===== src/rtl/uart_rx_params.svh =====
// Purpose: constants of the multi-drop serial receiver
// Assumes: AXI4-Lite register slave, one aligned 32-bit word per register
// Notes: offsets are byte addresses, registers hold 8 bits in the low lane
`ifndef UART_RX_PARAMS_SVH
`define UART_RX_PARAMS_SVH
`define OFF_CTRL0 8'h00
`define OFF_CTRL1 8'h04
`define OFF_BAUD_HI 8'h08
`define OFF_BAUD_LO 8'h0C
`define OFF_ADDR_CMP 8'h10
`define OFF_STATUS0 8'h14
`define OFF_STATUS1 8'h18
`define OFF_RXDATA 8'h1C
// Control 0 fields
`define BIT_RX_ENABLE 0
`define BIT_PARITY_EN 1
`define BIT_PARITY_ODD 2
// Control 1 fields
`define BIT_MP_ENABLE 0
`define POS_FILTER_LO 1
`define POS_FILTER_HI 2
`define BIT_ERR_ONLY 3
// Status 0 fields
`define BIT_DATA_AVAIL 0
`define BIT_PARITY_ERR 1
`define BIT_FRAME_ERR 2
`define BIT_OVERRUN 3
`define BIT_BREAK 4
// Status 1 fields
`define BIT_ADDR_CHAR 0
`define BIT_FIRST_DATA 1
// Reset values
`define RST_CTRL 8'h00
`define RST_BAUD_HI 8'h00
`define RST_BAUD_LO 8'h10
`define RST_ADDR_CMP 8'h00
// AXI responses
`define RESP_OKAY 2'h0
`define RESP_SLVERR 2'h2
`endif


===== src/rtl/uart_rx_pkg.sv =====
// Purpose: shared types of the multi-drop serial receiver
// Assumes: constants live in uart_rx_params.svh
// Notes: filter encoding follows the two-bit select field
package uart_rx_pkg;
  typedef enum logic [1:0] {
    FILT_ALL_ADDR,
    FILT_ALL_ADDR_MUTED,
    FILT_MATCH,
    FILT_MATCH_DATA_ONLY
  } filter_t;
  typedef enum logic [1:0] {
    DS_IDLE,
    DS_START,
    DS_BITS,
    DS_STOP
  } deser_state_t;
endpackage


===== src/rtl/rx_frame_if.sv =====
// Purpose: carries line setup to the deserialiser and characters back
// Assumes: single clock domain
// Notes: done is a one-cycle pulse with data and error flags beside it
`timescale 1ns/10ps
interface rx_frame_if;
  logic enable;
  logic nine_bit;
  logic parity_en;
  logic parity_odd;
  logic [15:0] divisor;
  logic done;
  logic [8:0] data;
  logic perr;
  logic ferr;
  logic brk;
  modport core (output enable, nine_bit, parity_en, parity_odd, divisor,
                input done, data, perr, ferr, brk);
  modport deser (input enable, nine_bit, parity_en, parity_odd, divisor,
                 output done, data, perr, ferr, brk);
endinterface


===== src/rtl/uart_multidrop_receive.sv =====
// Purpose: multi-drop serial receiver with address filtering, AXI4-Lite
// Assumes: rxd synchronous to aclk; 8-bit registers in byte lane 0
// Notes: rx_irq is a level that follows the status flags and enables
//
// The AXI4-Lite slave port and the placing of the registers were chosen for this implementation.
`timescale 1ns/10ps
`include "uart_rx_params.svh"
module uart_multidrop_receive
  import uart_rx_pkg::*;
(
  input wire logic aclk,
  input wire logic aresetn,
  input wire logic [7:0] s_axi_awaddr,
  input wire logic s_axi_awvalid,
  output logic s_axi_awready,
  input wire logic [31:0] s_axi_wdata,
  input wire logic [3:0] s_axi_wstrb,
  input wire logic s_axi_wvalid,
  output logic s_axi_wready,
  output logic [1:0] s_axi_bresp,
  output logic s_axi_bvalid,
  input wire logic s_axi_bready,
  input wire logic [7:0] s_axi_araddr,
  input wire logic s_axi_arvalid,
  output logic s_axi_arready,
  output logic [31:0] s_axi_rdata,
  output logic [1:0] s_axi_rresp,
  output logic s_axi_rvalid,
  input wire logic s_axi_rready,
  input wire logic rxd,
  output logic rx_irq
);
  rx_frame_if fr ();

  // Bus side state
  logic aw_held, next_aw_held;
  logic w_held, next_w_held;
  logic [7:0] aw_addr, next_aw_addr;
  logic [7:0] w_byte, next_w_byte;
  logic w_lane0, next_w_lane0;
  logic bvalid, next_bvalid;
  logic [1:0] bresp, next_bresp;
  logic rvalid, next_rvalid;
  logic [31:0] rdata, next_rdata;
  logic [1:0] rresp, next_rresp;

  // Register and receiver state
  logic [7:0] ctrl0, next_ctrl0;
  logic [7:0] ctrl1, next_ctrl1;
  logic [7:0] baud_hi, next_baud_hi;
  logic [7:0] baud_lo, next_baud_lo;
  logic [7:0] addr_cmp, next_addr_cmp;
  logic [7:0] rx_data, next_rx_data;
  logic data_avail, next_data_avail;
  logic parity_err, next_parity_err;
  logic frame_err, next_frame_err;
  logic overrun, next_overrun;
  logic brk_seen, next_brk_seen;
  logic addr_char_flag, next_addr_char_flag;
  logic first_data_of_frame, next_first_data_of_frame;
  logic in_frame, next_in_frame;
  logic new_frame_pending, next_new_frame_pending;
  logic irq, next_irq;

  // Decode helpers shared by read and write paths
  logic wr_fire, rd_fire, aw_take, w_take;
  logic [7:0] w_data_eff;
  logic [7:0] wr_addr_eff;
  logic is_addr, accept, addr_hit;
  filter_t filt;

  // Mapped offsets answer OKAY, all others SLVERR
  function automatic logic addr_mapped(input logic [7:0] a);
    case (a)
      `OFF_CTRL0, `OFF_CTRL1, `OFF_BAUD_HI, `OFF_BAUD_LO,
      `OFF_ADDR_CMP, `OFF_STATUS0, `OFF_STATUS1, `OFF_RXDATA:
        addr_mapped = 1'b1;
      default: addr_mapped = 1'b0;
    endcase
  endfunction

  rx_deserializer deser (
    .aclk(aclk),
    .aresetn(aresetn),
    .rxd(rxd),
    .fr(fr.deser)
  );

  // Line setup driven straight from the control registers
  // receive enable gates the deserialiser
  assign fr.enable = ctrl0[`BIT_RX_ENABLE];
  assign fr.nine_bit = ctrl1[`BIT_MP_ENABLE];
  // parity is forced off in multiprocessor mode
  assign fr.parity_en = ctrl0[`BIT_PARITY_EN] & ~ctrl1[`BIT_MP_ENABLE];
  assign fr.parity_odd = ctrl0[`BIT_PARITY_ODD];
  // divisor assembled from the two baud bytes
  assign fr.divisor = {baud_hi, baud_lo};

  // Write and read hand-off points: a channel moves only on valid and ready
  always_comb begin
    aw_take = s_axi_awvalid & s_axi_awready;
    w_take = s_axi_wvalid & s_axi_wready;
    wr_fire = (aw_held | aw_take) & (w_held | w_take) & ~bvalid;
    wr_addr_eff = aw_held ? aw_addr : s_axi_awaddr;
    w_data_eff = w_held ? w_byte : s_axi_wdata[7:0];
    rd_fire = s_axi_arvalid & s_axi_arready & ~rvalid;
  end

  // AXI4-Lite handshakes: one write and one read outstanding
  always_comb begin
    next_aw_held = aw_held;
    next_w_held = w_held;
    next_aw_addr = aw_addr;
    next_w_byte = w_byte;
    next_w_lane0 = w_lane0;
    next_bvalid = bvalid;
    next_bresp = bresp;
    next_rvalid = rvalid;
    next_rdata = rdata;
    next_rresp = rresp;
    // Address and data may come in either order
    if (aw_take && !wr_fire) begin
      next_aw_held = 1'b1;
      next_aw_addr = s_axi_awaddr;
    end
    if (w_take && !wr_fire) begin
      next_w_held = 1'b1;
      next_w_byte = s_axi_wdata[7:0];
      next_w_lane0 = s_axi_wstrb[0];
    end
    if (wr_fire) begin
      next_aw_held = 1'b0;
      next_w_held = 1'b0;
      next_bvalid = 1'b1;
      next_bresp = addr_mapped(wr_addr_eff) ? `RESP_OKAY : `RESP_SLVERR;
    end else if (bvalid && s_axi_bready) begin
      next_bvalid = 1'b0;
    end
    if (rd_fire) begin
      next_rvalid = 1'b1;
      next_rresp = addr_mapped(s_axi_araddr) ? `RESP_OKAY : `RESP_SLVERR;
      // status and data visible to software
      case (s_axi_araddr)
        `OFF_CTRL0: next_rdata = {24'h000000, ctrl0};
        `OFF_CTRL1: next_rdata = {24'h000000, ctrl1};
        `OFF_BAUD_HI: next_rdata = {24'h000000, baud_hi};
        `OFF_BAUD_LO: next_rdata = {24'h000000, baud_lo};
        `OFF_ADDR_CMP: next_rdata = {24'h000000, addr_cmp};
        `OFF_STATUS0: next_rdata = {27'h0000000, brk_seen, overrun,
                                    frame_err, parity_err, data_avail};
        // address flag read beside each character
        `OFF_STATUS1: next_rdata = {30'h00000000, first_data_of_frame,
                                    addr_char_flag};
        `OFF_RXDATA: next_rdata = {24'h000000, rx_data};
        default: next_rdata = 32'h00000000;
      endcase
    end else if (rvalid && s_axi_rready) begin
      next_rvalid = 1'b0;
    end
  end

  // Classify the finished character against the filter scheme
  always_comb begin
    filt = filter_t'(ctrl1[`POS_FILTER_HI:`POS_FILTER_LO]);
    // ninth bit set means address character
    is_addr = fr.nine_bit & fr.data[8];
    // compare only used by the automatic schemes
    addr_hit = (fr.data[7:0] == addr_cmp);
    accept = 1'b1;
    if (ctrl1[`BIT_MP_ENABLE]) begin
      // select one of the filtering schemes
      case (filt)
        FILT_ALL_ADDR: accept = 1'b1;
        // only address characters delivered, data characters always muted
        FILT_ALL_ADDR_MUTED: accept = is_addr;
        // mismatching address and its frame ignored
        // matching address and its frame delivered
        FILT_MATCH: accept = is_addr ? addr_hit : in_frame;
        FILT_MATCH_DATA_ONLY: accept = is_addr ? 1'b0 : in_frame;
        default: accept = 1'b1;
      endcase
    end
  end

  // Register file and receive status; hardware set wins over clear
  always_comb begin
    next_ctrl0 = ctrl0;
    next_ctrl1 = ctrl1;
    next_baud_hi = baud_hi;
    next_baud_lo = baud_lo;
    next_addr_cmp = addr_cmp;
    next_rx_data = rx_data;
    next_data_avail = data_avail;
    next_parity_err = parity_err;
    next_frame_err = frame_err;
    next_overrun = overrun;
    next_brk_seen = brk_seen;
    next_addr_char_flag = addr_char_flag;
    next_first_data_of_frame = first_data_of_frame;
    next_in_frame = in_frame;
    next_new_frame_pending = new_frame_pending;
    // Software writes land first so a new character overrides a clear
    if (wr_fire && (w_held ? w_lane0 : s_axi_wstrb[0])) begin
      case (wr_addr_eff)
        `OFF_CTRL0: next_ctrl0 = w_data_eff;
        `OFF_CTRL1: next_ctrl1 = w_data_eff;
        `OFF_BAUD_HI: next_baud_hi = w_data_eff;
        `OFF_BAUD_LO: next_baud_lo = w_data_eff;
        `OFF_ADDR_CMP: next_addr_cmp = w_data_eff;
        `OFF_STATUS0: begin
          // Error flags are write-one-to-clear
          if (w_data_eff[`BIT_PARITY_ERR]) next_parity_err = 1'b0;
          if (w_data_eff[`BIT_FRAME_ERR]) next_frame_err = 1'b0;
          if (w_data_eff[`BIT_OVERRUN]) next_overrun = 1'b0;
          if (w_data_eff[`BIT_BREAK]) next_brk_seen = 1'b0;
        end
        default: ;
      endcase
    end
    // reading the data register consumes the character
    if (rd_fire && s_axi_araddr == `OFF_RXDATA) begin
      next_data_avail = 1'b0;
    end
    if (fr.done) begin
      // each address character reopens or closes the frame
      if (is_addr) begin
        next_in_frame = addr_hit;
        next_new_frame_pending = addr_hit;
        if (filt == FILT_ALL_ADDR || filt == FILT_ALL_ADDR_MUTED) begin
          next_in_frame = 1'b1;
          next_new_frame_pending = 1'b1;
        end
      end
      if (accept) begin
        next_rx_data = fr.data[7:0];
        // A read in the same cycle frees the holding register
        next_overrun = next_overrun | next_data_avail;
        next_data_avail = 1'b1;
        next_addr_char_flag = is_addr;
        // flag only the first data character of a frame
        next_first_data_of_frame = !is_addr && new_frame_pending;
        if (!is_addr) begin
          next_new_frame_pending = 1'b0;
        end
        if (fr.perr) next_parity_err = 1'b1;
        if (fr.ferr) next_frame_err = 1'b1;
        if (fr.brk) next_brk_seen = 1'b1;
      end
    end
  end

  // data term dropped in errors-only mode
  always_comb begin
    next_irq = (next_data_avail & ~next_ctrl1[`BIT_ERR_ONLY]) |
               next_parity_err | next_frame_err | next_overrun |
               next_brk_seen;
  end

  always_ff @(posedge aclk) begin
    if (!aresetn) begin
      aw_held <= 1'b0;
      w_held <= 1'b0;
      aw_addr <= 8'h00;
      w_byte <= 8'h00;
      w_lane0 <= 1'b0;
      bvalid <= 1'b0;
      bresp <= `RESP_OKAY;
      rvalid <= 1'b0;
      rdata <= 32'h00000000;
      rresp <= `RESP_OKAY;
      ctrl0 <= `RST_CTRL;
      ctrl1 <= `RST_CTRL;
      baud_hi <= `RST_BAUD_HI;
      baud_lo <= `RST_BAUD_LO;
      addr_cmp <= `RST_ADDR_CMP;
      rx_data <= 8'h00;
      data_avail <= 1'b0;
      parity_err <= 1'b0;
      frame_err <= 1'b0;
      overrun <= 1'b0;
      brk_seen <= 1'b0;
      addr_char_flag <= 1'b0;
      first_data_of_frame <= 1'b0;
      in_frame <= 1'b0;
      new_frame_pending <= 1'b0;
      irq <= 1'b0;
    end else begin
      aw_held <= next_aw_held;
      w_held <= next_w_held;
      aw_addr <= next_aw_addr;
      w_byte <= next_w_byte;
      w_lane0 <= next_w_lane0;
      bvalid <= next_bvalid;
      bresp <= next_bresp;
      rvalid <= next_rvalid;
      rdata <= next_rdata;
      rresp <= next_rresp;
      ctrl0 <= next_ctrl0;
      ctrl1 <= next_ctrl1;
      baud_hi <= next_baud_hi;
      baud_lo <= next_baud_lo;
      addr_cmp <= next_addr_cmp;
      rx_data <= next_rx_data;
      data_avail <= next_data_avail;
      parity_err <= next_parity_err;
      frame_err <= next_frame_err;
      overrun <= next_overrun;
      brk_seen <= next_brk_seen;
      addr_char_flag <= next_addr_char_flag;
      first_data_of_frame <= next_first_data_of_frame;
      in_frame <= next_in_frame;
      new_frame_pending <= next_new_frame_pending;
      irq <= next_irq;
    end
  end

  // Ready outputs are registered: low while holding or answering
  logic awready_q, wready_q, arready_q;
  always_ff @(posedge aclk) begin
    if (!aresetn) begin
      awready_q <= 1'b0;
      wready_q <= 1'b0;
      arready_q <= 1'b0;
    end else begin
      awready_q <= ~next_aw_held & ~next_bvalid;
      wready_q <= ~next_w_held & ~next_bvalid;
      arready_q <= ~next_rvalid;
    end
  end

  assign s_axi_awready = awready_q;
  assign s_axi_wready = wready_q;
  assign s_axi_arready = arready_q;
  assign s_axi_bvalid = bvalid;
  assign s_axi_bresp = bresp;
  assign s_axi_rvalid = rvalid;
  assign s_axi_rdata = rdata;
  assign s_axi_rresp = rresp;
  assign rx_irq = irq;
endmodule // uart_multidrop_receive


===== src/rtl/rx_deserializer.sv =====
// Purpose: turns the serial line into characters, one sample per bit
// Assumes: rxd synchronous to aclk, divisor is clock cycles per bit, >= 2
// Notes: sampling at mid-bit; break is an all-zero character with low stop
`timescale 1ns/10ps
module rx_deserializer
  import uart_rx_pkg::*;
(
  input wire logic aclk,
  input wire logic aresetn,
  input wire logic rxd,
  rx_frame_if.deser fr
);
  deser_state_t state, next_state;
  logic [15:0] cnt, next_cnt;
  logic [3:0] bitn, next_bitn;
  logic [9:0] shreg, next_shreg;
  logic rxd_q, next_rxd_q;
  logic done, next_done;
  logic [8:0] data, next_data;
  logic perr, next_perr, ferr, next_ferr, brk, next_brk;
  logic [3:0] nbits;
  logic parbit;

  // Character length grows with the address bit and the parity bit
  always_comb begin
    nbits = 4'd8 + {3'd0, fr.nine_bit} + {3'd0, fr.parity_en};
    parbit = fr.nine_bit ? shreg[9] : shreg[8];
  end

  // Bit timing and assembly
  always_comb begin
    next_state = state;
    next_cnt = cnt;
    next_bitn = bitn;
    next_shreg = shreg;
    next_rxd_q = rxd;
    next_done = 1'b0;
    next_data = data;
    next_perr = perr;
    next_ferr = ferr;
    next_brk = brk;
    case (state)
      DS_IDLE: begin
        // only hunt for a start edge while enabled
        if (fr.enable && rxd_q && !rxd) begin
          next_state = DS_START;
          next_cnt = {1'b0, fr.divisor[15:1]};
        end
      end
      DS_START: begin
        if (cnt == 16'h0000) begin
          // A glitch shorter than half a bit is not a start bit
          next_state = rxd ? DS_IDLE : DS_BITS;
          next_cnt = fr.divisor - 16'h0001;
          next_bitn = 4'd0;
          next_shreg = 10'h000;
        end else begin
          next_cnt = cnt - 16'h0001;
        end
      end
      DS_BITS: begin
        if (cnt == 16'h0000) begin
          next_shreg[bitn] = rxd;
          next_bitn = bitn + 4'd1;
          next_cnt = fr.divisor - 16'h0001;
          if (bitn == nbits - 4'd1) begin
            next_state = DS_STOP;
          end
        end else begin
          next_cnt = cnt - 16'h0001;
        end
      end
      DS_STOP: begin
        if (cnt == 16'h0000) begin
          next_state = DS_IDLE;
          next_done = 1'b1;
          // ninth bit kept only in nine-bit mode
          next_data = {fr.nine_bit & shreg[8], shreg[7:0]};
          // even parity checks to zero, odd to one
          next_perr = fr.parity_en &
                      ((^shreg[7:0] ^ parbit) != fr.parity_odd);
          next_ferr = !rxd;
          next_brk = !rxd && (shreg == 10'h000);
        end else begin
          next_cnt = cnt - 16'h0001;
        end
      end
      default: next_state = DS_IDLE;
    endcase
  end

  always_ff @(posedge aclk) begin
    if (!aresetn) begin
      state <= DS_IDLE;
      cnt <= 16'h0000;
      bitn <= 4'h0;
      shreg <= 10'h000;
      rxd_q <= 1'b1;
      done <= 1'b0;
      data <= 9'h000;
      perr <= 1'b0;
      ferr <= 1'b0;
      brk <= 1'b0;
    end else begin
      state <= next_state;
      cnt <= next_cnt;
      bitn <= next_bitn;
      shreg <= next_shreg;
      rxd_q <= next_rxd_q;
      done <= next_done;
      data <= next_data;
      perr <= next_perr;
      ferr <= next_ferr;
      brk <= next_brk;
    end
  end

  assign fr.done = done;
  assign fr.data = data;
  assign fr.perr = perr;
  assign fr.ferr = ferr;
  assign fr.brk = brk;
endmodule // rx_deserializer


===== config.mk =====
export PLATFORM = sky130hd
export DESIGN_NAME = uart_multidrop_receive
export DESIGN_NICKNAME = d
export VERILOG_FILES = /design/src/rtl/uart_rx_pkg.sv /design/src/rtl/rx_frame_if.sv /design/src/rtl/uart_multidrop_receive.sv /design/src/rtl/rx_deserializer.sv
export VERILOG_INCLUDE_DIRS = /design/src /design/src/rtl
export SDC_FILE = /design/constraint.sdc
export NUM_CORES = 1
export LEC_CHECK = 0
export BUFFER_PORTS_ARGS = -buffer_cell sky130_fd_sc_hd__buf_2
export CORE_ASPECT_RATIO = 0.5
export CORE_MARGIN = 2
export CORE_UTILIZATION = 58
export DETAILED_ROUTE_END_ITERATION = 6
export GPL_ROUTABILITY_DRIVEN = 0
export HOLD_SLACK_MARGIN = 0.15
export PLACE_DENSITY = 0.79
export RECOVER_POWER = 50
export SLEW_MARGIN = 20
export SYNTH_ARGS = -nofsm -noshare
export SYNTH_HDL_FRONTEND = slang
export SYNTH_HIERARCHICAL = 1
export SYNTH_SLANG_ARGS = --single-unit

===== constraint.sdc =====
create_clock -name aclk -period 2.5 [get_ports aclk]
set_input_delay 0.25 -clock aclk [delete_from_list [all_inputs] [get_ports aclk]]
set_output_delay 0.25 -clock aclk [all_outputs]
set_load 0.05 [all_outputs]

==> results.sh <==
export IMPL_outcome="finished with violations"
export IMPL_violations="max-capacitance violations, max-slew violations"
export IMPL_critPathCapture="rx_irq$_SDFF_PN0_"
export IMPL_tightest_slew_ns=1.88
export IMPL_slew_headroom_pct=-25.5
export IMPL_viasPerCell=6.10
export IMPL_drt_total_wl_um=20600
export IMPL_dpl_cell_area_mm2=0.00804
export IMPL_p_leak_uw=0.00345
export IMPL_gr_max_usage_layer="met2"
export IMPL_skew_ns=0.0118
export IMPL_cp_max_fo=7
export IMPL_stdcell_area_mm2=0.00875
export IMPL_cts_max_level=4
export IMPL_ant_nets=0
export IMPL_holdCritPathClass="in2reg"
export IMPL_use_met1_pct=40.7
export IMPL_period_needed_ns=2.31
export IMPL_setup_violations=0
export IMPL_async_flop_share_pct=0
export IMPL_cts_buffers=17
export IMPL_grt_max_degree=89
export IMPL_die_w_um=166
export IMPL_first_global_vias=6735
export IMPL_fp_coreArea_mm2=0.0128
export IMPL_synth_main_ff_cell="dfxtp_1"
export IMPL_netlist_cell_type_count=83
export IMPL_power_density_mw_per_mm2=665
export IMPL_clock_fmax_mhz=433
export IMPL_grt_use_met2_pct=47.7
export IMPL_reg2reg_slack_ns=0.19
export IMPL_fin_crit_sh_pct=92.3
export IMPL_firstDrtPassIters=5
export IMPL_synthesis_area_mm2=0.00765
export IMPL_worst_path_buf_inv=0
export IMPL_cp_slowest_cell="or4_4"
export IMPL_place_inst=1096
export IMPL_crit_start="aw_held$_SDFF_PN0_"
export IMPL_worst_setup_path_type="reg2reg"
export IMPL_drv_cap=1
export IMPL_worstPathArrival_ns=2.57
export IMPL_syn2layout_area_growth_pct=14.5
export IMPL_clk_latency_ns=0.43
export IMPL_rsz0062_at_grt="no"
export IMPL_clock_sink_count=138
export IMPL_synth_edf_count=0
export IMPL_ys_ff_latch=138
export IMPL_worstReg2RegStart="aw_held$_SDFF_PN0_"
export IMPL_routedWlPerCell_um=18.0
export IMPL_path_clk_slew_ns=0.07
export IMPL_nNetsFinal=1040
export IMPL_power_total_uw=5820
export IMPL_met3_usage_pct=5.55
export IMPL_hpwl_um=13900
export IMPL_first_iter_violations=703
export IMPL_hold_viol=0
export IMPL_fin_setup_tns_ns=0
export IMPL_die_h_um=85.2
export IMPL_dieArea_mm2=0.0142
export IMPL_post_cts_buffers=0
export IMPL_grt_pass1_wl_um=34000
export IMPL_grt_total_usage_pct=30.2
export IMPL_drive_above_1_share_pct=14.9
export IMPL_crit_path_max_incr_delay_ns=0.54
export IMPL_synth_area_per_cell_um2=8.55
export IMPL_seq_area_frac_synth_pct=36.1
export IMPL_clk_path_buf_depth=2
export IMPL_startpoint_type="register"
export IMPL_cts_root_buf="clkbuf_16"
export IMPL_fin_cells=1146
export IMPL_reg2reg_to="rx_irq$_SDFF_PN0_"
export IMPL_cts_tree="built"
export IMPL_worstRegToRegCells=6
export IMPL_layout_common_cells="dfxtp_1 (138), nor2_1 (108), nand2_1 (74), a21oi_1 (62), mux2i_1 (58)"
export IMPL_vias=6992
export IMPL_ios=102
export IMPL_drc=0
export IMPL_ir_drop_mv=0.609
export IMPL_numPortBuffers=48
export IMPL_maxSlewViolCount=35
export IMPL_antenna_found_initial=0
export IMPL_end_kind="register"
export IMPL_worstPathCellList="nor4b_1 -> o22ai_2 -> or4_4 -> o21a_1 -> a211oi_2 -> a41oi_1"
export IMPL_synthCells=894
export IMPL_cp_required_ns=2.77
export IMPL_worst_path_stages=6
export IMPL_diodes=0
export IMPL_synth_warnings=6
export IMPL_final_common_cell="dfxtp_1"
export IMPL_overflow=0
export IMPL_start_util_pct=59.9
export IMPL_rows=29
export IMPL_path_delay_family="simple AND/OR/NAND/NOR gates"
export IMPL_whs_ns=0.180
## logic make-up after synthesis
group | Yosys count | share of synthesized area, %
xor+xnor | 37 | 4.24
simple gates | 324 | 22.7
mux | 69 | 9.65
flops | 138 | 36.1
other cells | 1 | 0.0490
fa+ha+maj | 17 | 2.78
compound gates | 200 | 17.3
buf+inv | 108 | 7.12
## report_power, final
| group | switching, µW | internal (µW) |
|---|---|---|
| Sequential | 51.8 | 2240 |
| Clock | 1140 | 1330 |
| Combinational | 697 | 365 |
| Total | 1890 | 3940 |
## sequential cells by signal (all words and copies together) (netlist names), 4 cells and up, named ones only
signal / count
baud_hi: 8
addr_cmp: 8
aw_addr: 8
deser/bitn: 4
baud_lo: 8
s_axi_rdata: 8
ctrl0: 8
deser/fr.data: 9
rx_data: 8
deser/cnt: 16
w_byte: 8
deser/shreg: 10
ctrl1: 8
## worst min path at each step
| stage | start | endpoint | cells past startpoint | slack [ns] |
|---|---|---|---|---|
| 2_1_floorplan | aresetn | baud_lo[4]$_SDFFE_PN1P_ | 1 | 0.31 |
| 3_5_place_dp | s_axi_rresp[1]$_SDFFE_PN0P_ | s_axi_rresp[1]$_SDFFE_PN0P_ | 2 | 0.45 |
| 3_3_place_gp | new_frame_pending$_SDFFE_PN0P_ | new_frame_pending$_SDFFE_PN0P_ | 2 | 0.44 |
| 4_1_cts | s_axi_bready | s_axi_awready$_SDFF_PN0_ | 3 | 0.15 |
| 5_1_grt | aresetn | deser/cnt[5]$_SDFFE_PN0P_ | 3 | 0.20 |
| 6_report | aresetn | deser/cnt[5]$_SDFFE_PN0P_ | 3 | 0.18 |
## per-layer routing
metal | wire (µm) | vias to the layer above | share of wire [%]
met3 | 1660 | 53 | 8.1
met5 | 0 | - | 0
met4 | 566 | 0 | 2.7
li1 | - | 3272 | -
met2 | 9210 | 336 | 45
met1 | 9190 | 3331 | 45
## cell type report
class / count / area [µm²]
clock buffer: 17 / 425
clock inverter: 15 / 149
fill: 956 / 4020
inverter: 33 / 124
multi-input combinational: 673 / 4440
sequential: 138 / 2760
tap: 170 / 213
timing repair buffer: 100 / 644
## stage by stage
step	utilization (%)	setup WS (ns)
3_5_place_dp	63.0	0.276
2_1_floorplan	-	0.106
4_1_cts	68.9	0.241
3_3_place_gp	63.0	0.331
5_1_grt	68.5	0.0278
6_report	68.5	0.193
## what timing repair did
action                     4_1_cts  5_1_grt
hold buffers                    18        0
hold endpoints to repair        18        0
resized for setup                0        2
setup endpoints to repair        0        6
## tightest hold or removal path, cell delays in order
cell and delay (ns):
clkbuf_1 0.09, clkinv_1 0.16, a21oi_1 0.06
## cell usage after synthesis, types with 5 or more instances
master	instances	area, µm²
dfxtp_1	138	2760
nor2_1	108	405
nand2_1	75	282
a21oi_1	62	310
mux2i_1	58	581
clkbuf_1	31	116
buf_4	30	225
inv_1	30	113
nand3_1	27	135
o21ai_0	27	135
nor3_1	23	115
xor2_1	22	193
a211oi_1	19	143
ha_1	17	213
a22oi_1	15	113
o211ai_1	15	113
xnor2_1	15	131
buf_2	9	45.0
nor2b_1	9	56.3
a21boi_0	8	60.1
mux2_2	8	90.1
nand4_1	7	43.8
o21a_1	7	52.6
or2_2	7	43.8
a31oi_1	6	37.5
nor3b_1	6	45.0
nand2b_1	5	31.3
nand3b_1	5	37.5
nor4_1	5	31.3
nor4_4	5	106
o21ai_1	5	25.0
or3_1	5	31.3
Note: power is estimated with default switching activity, not from simulation.
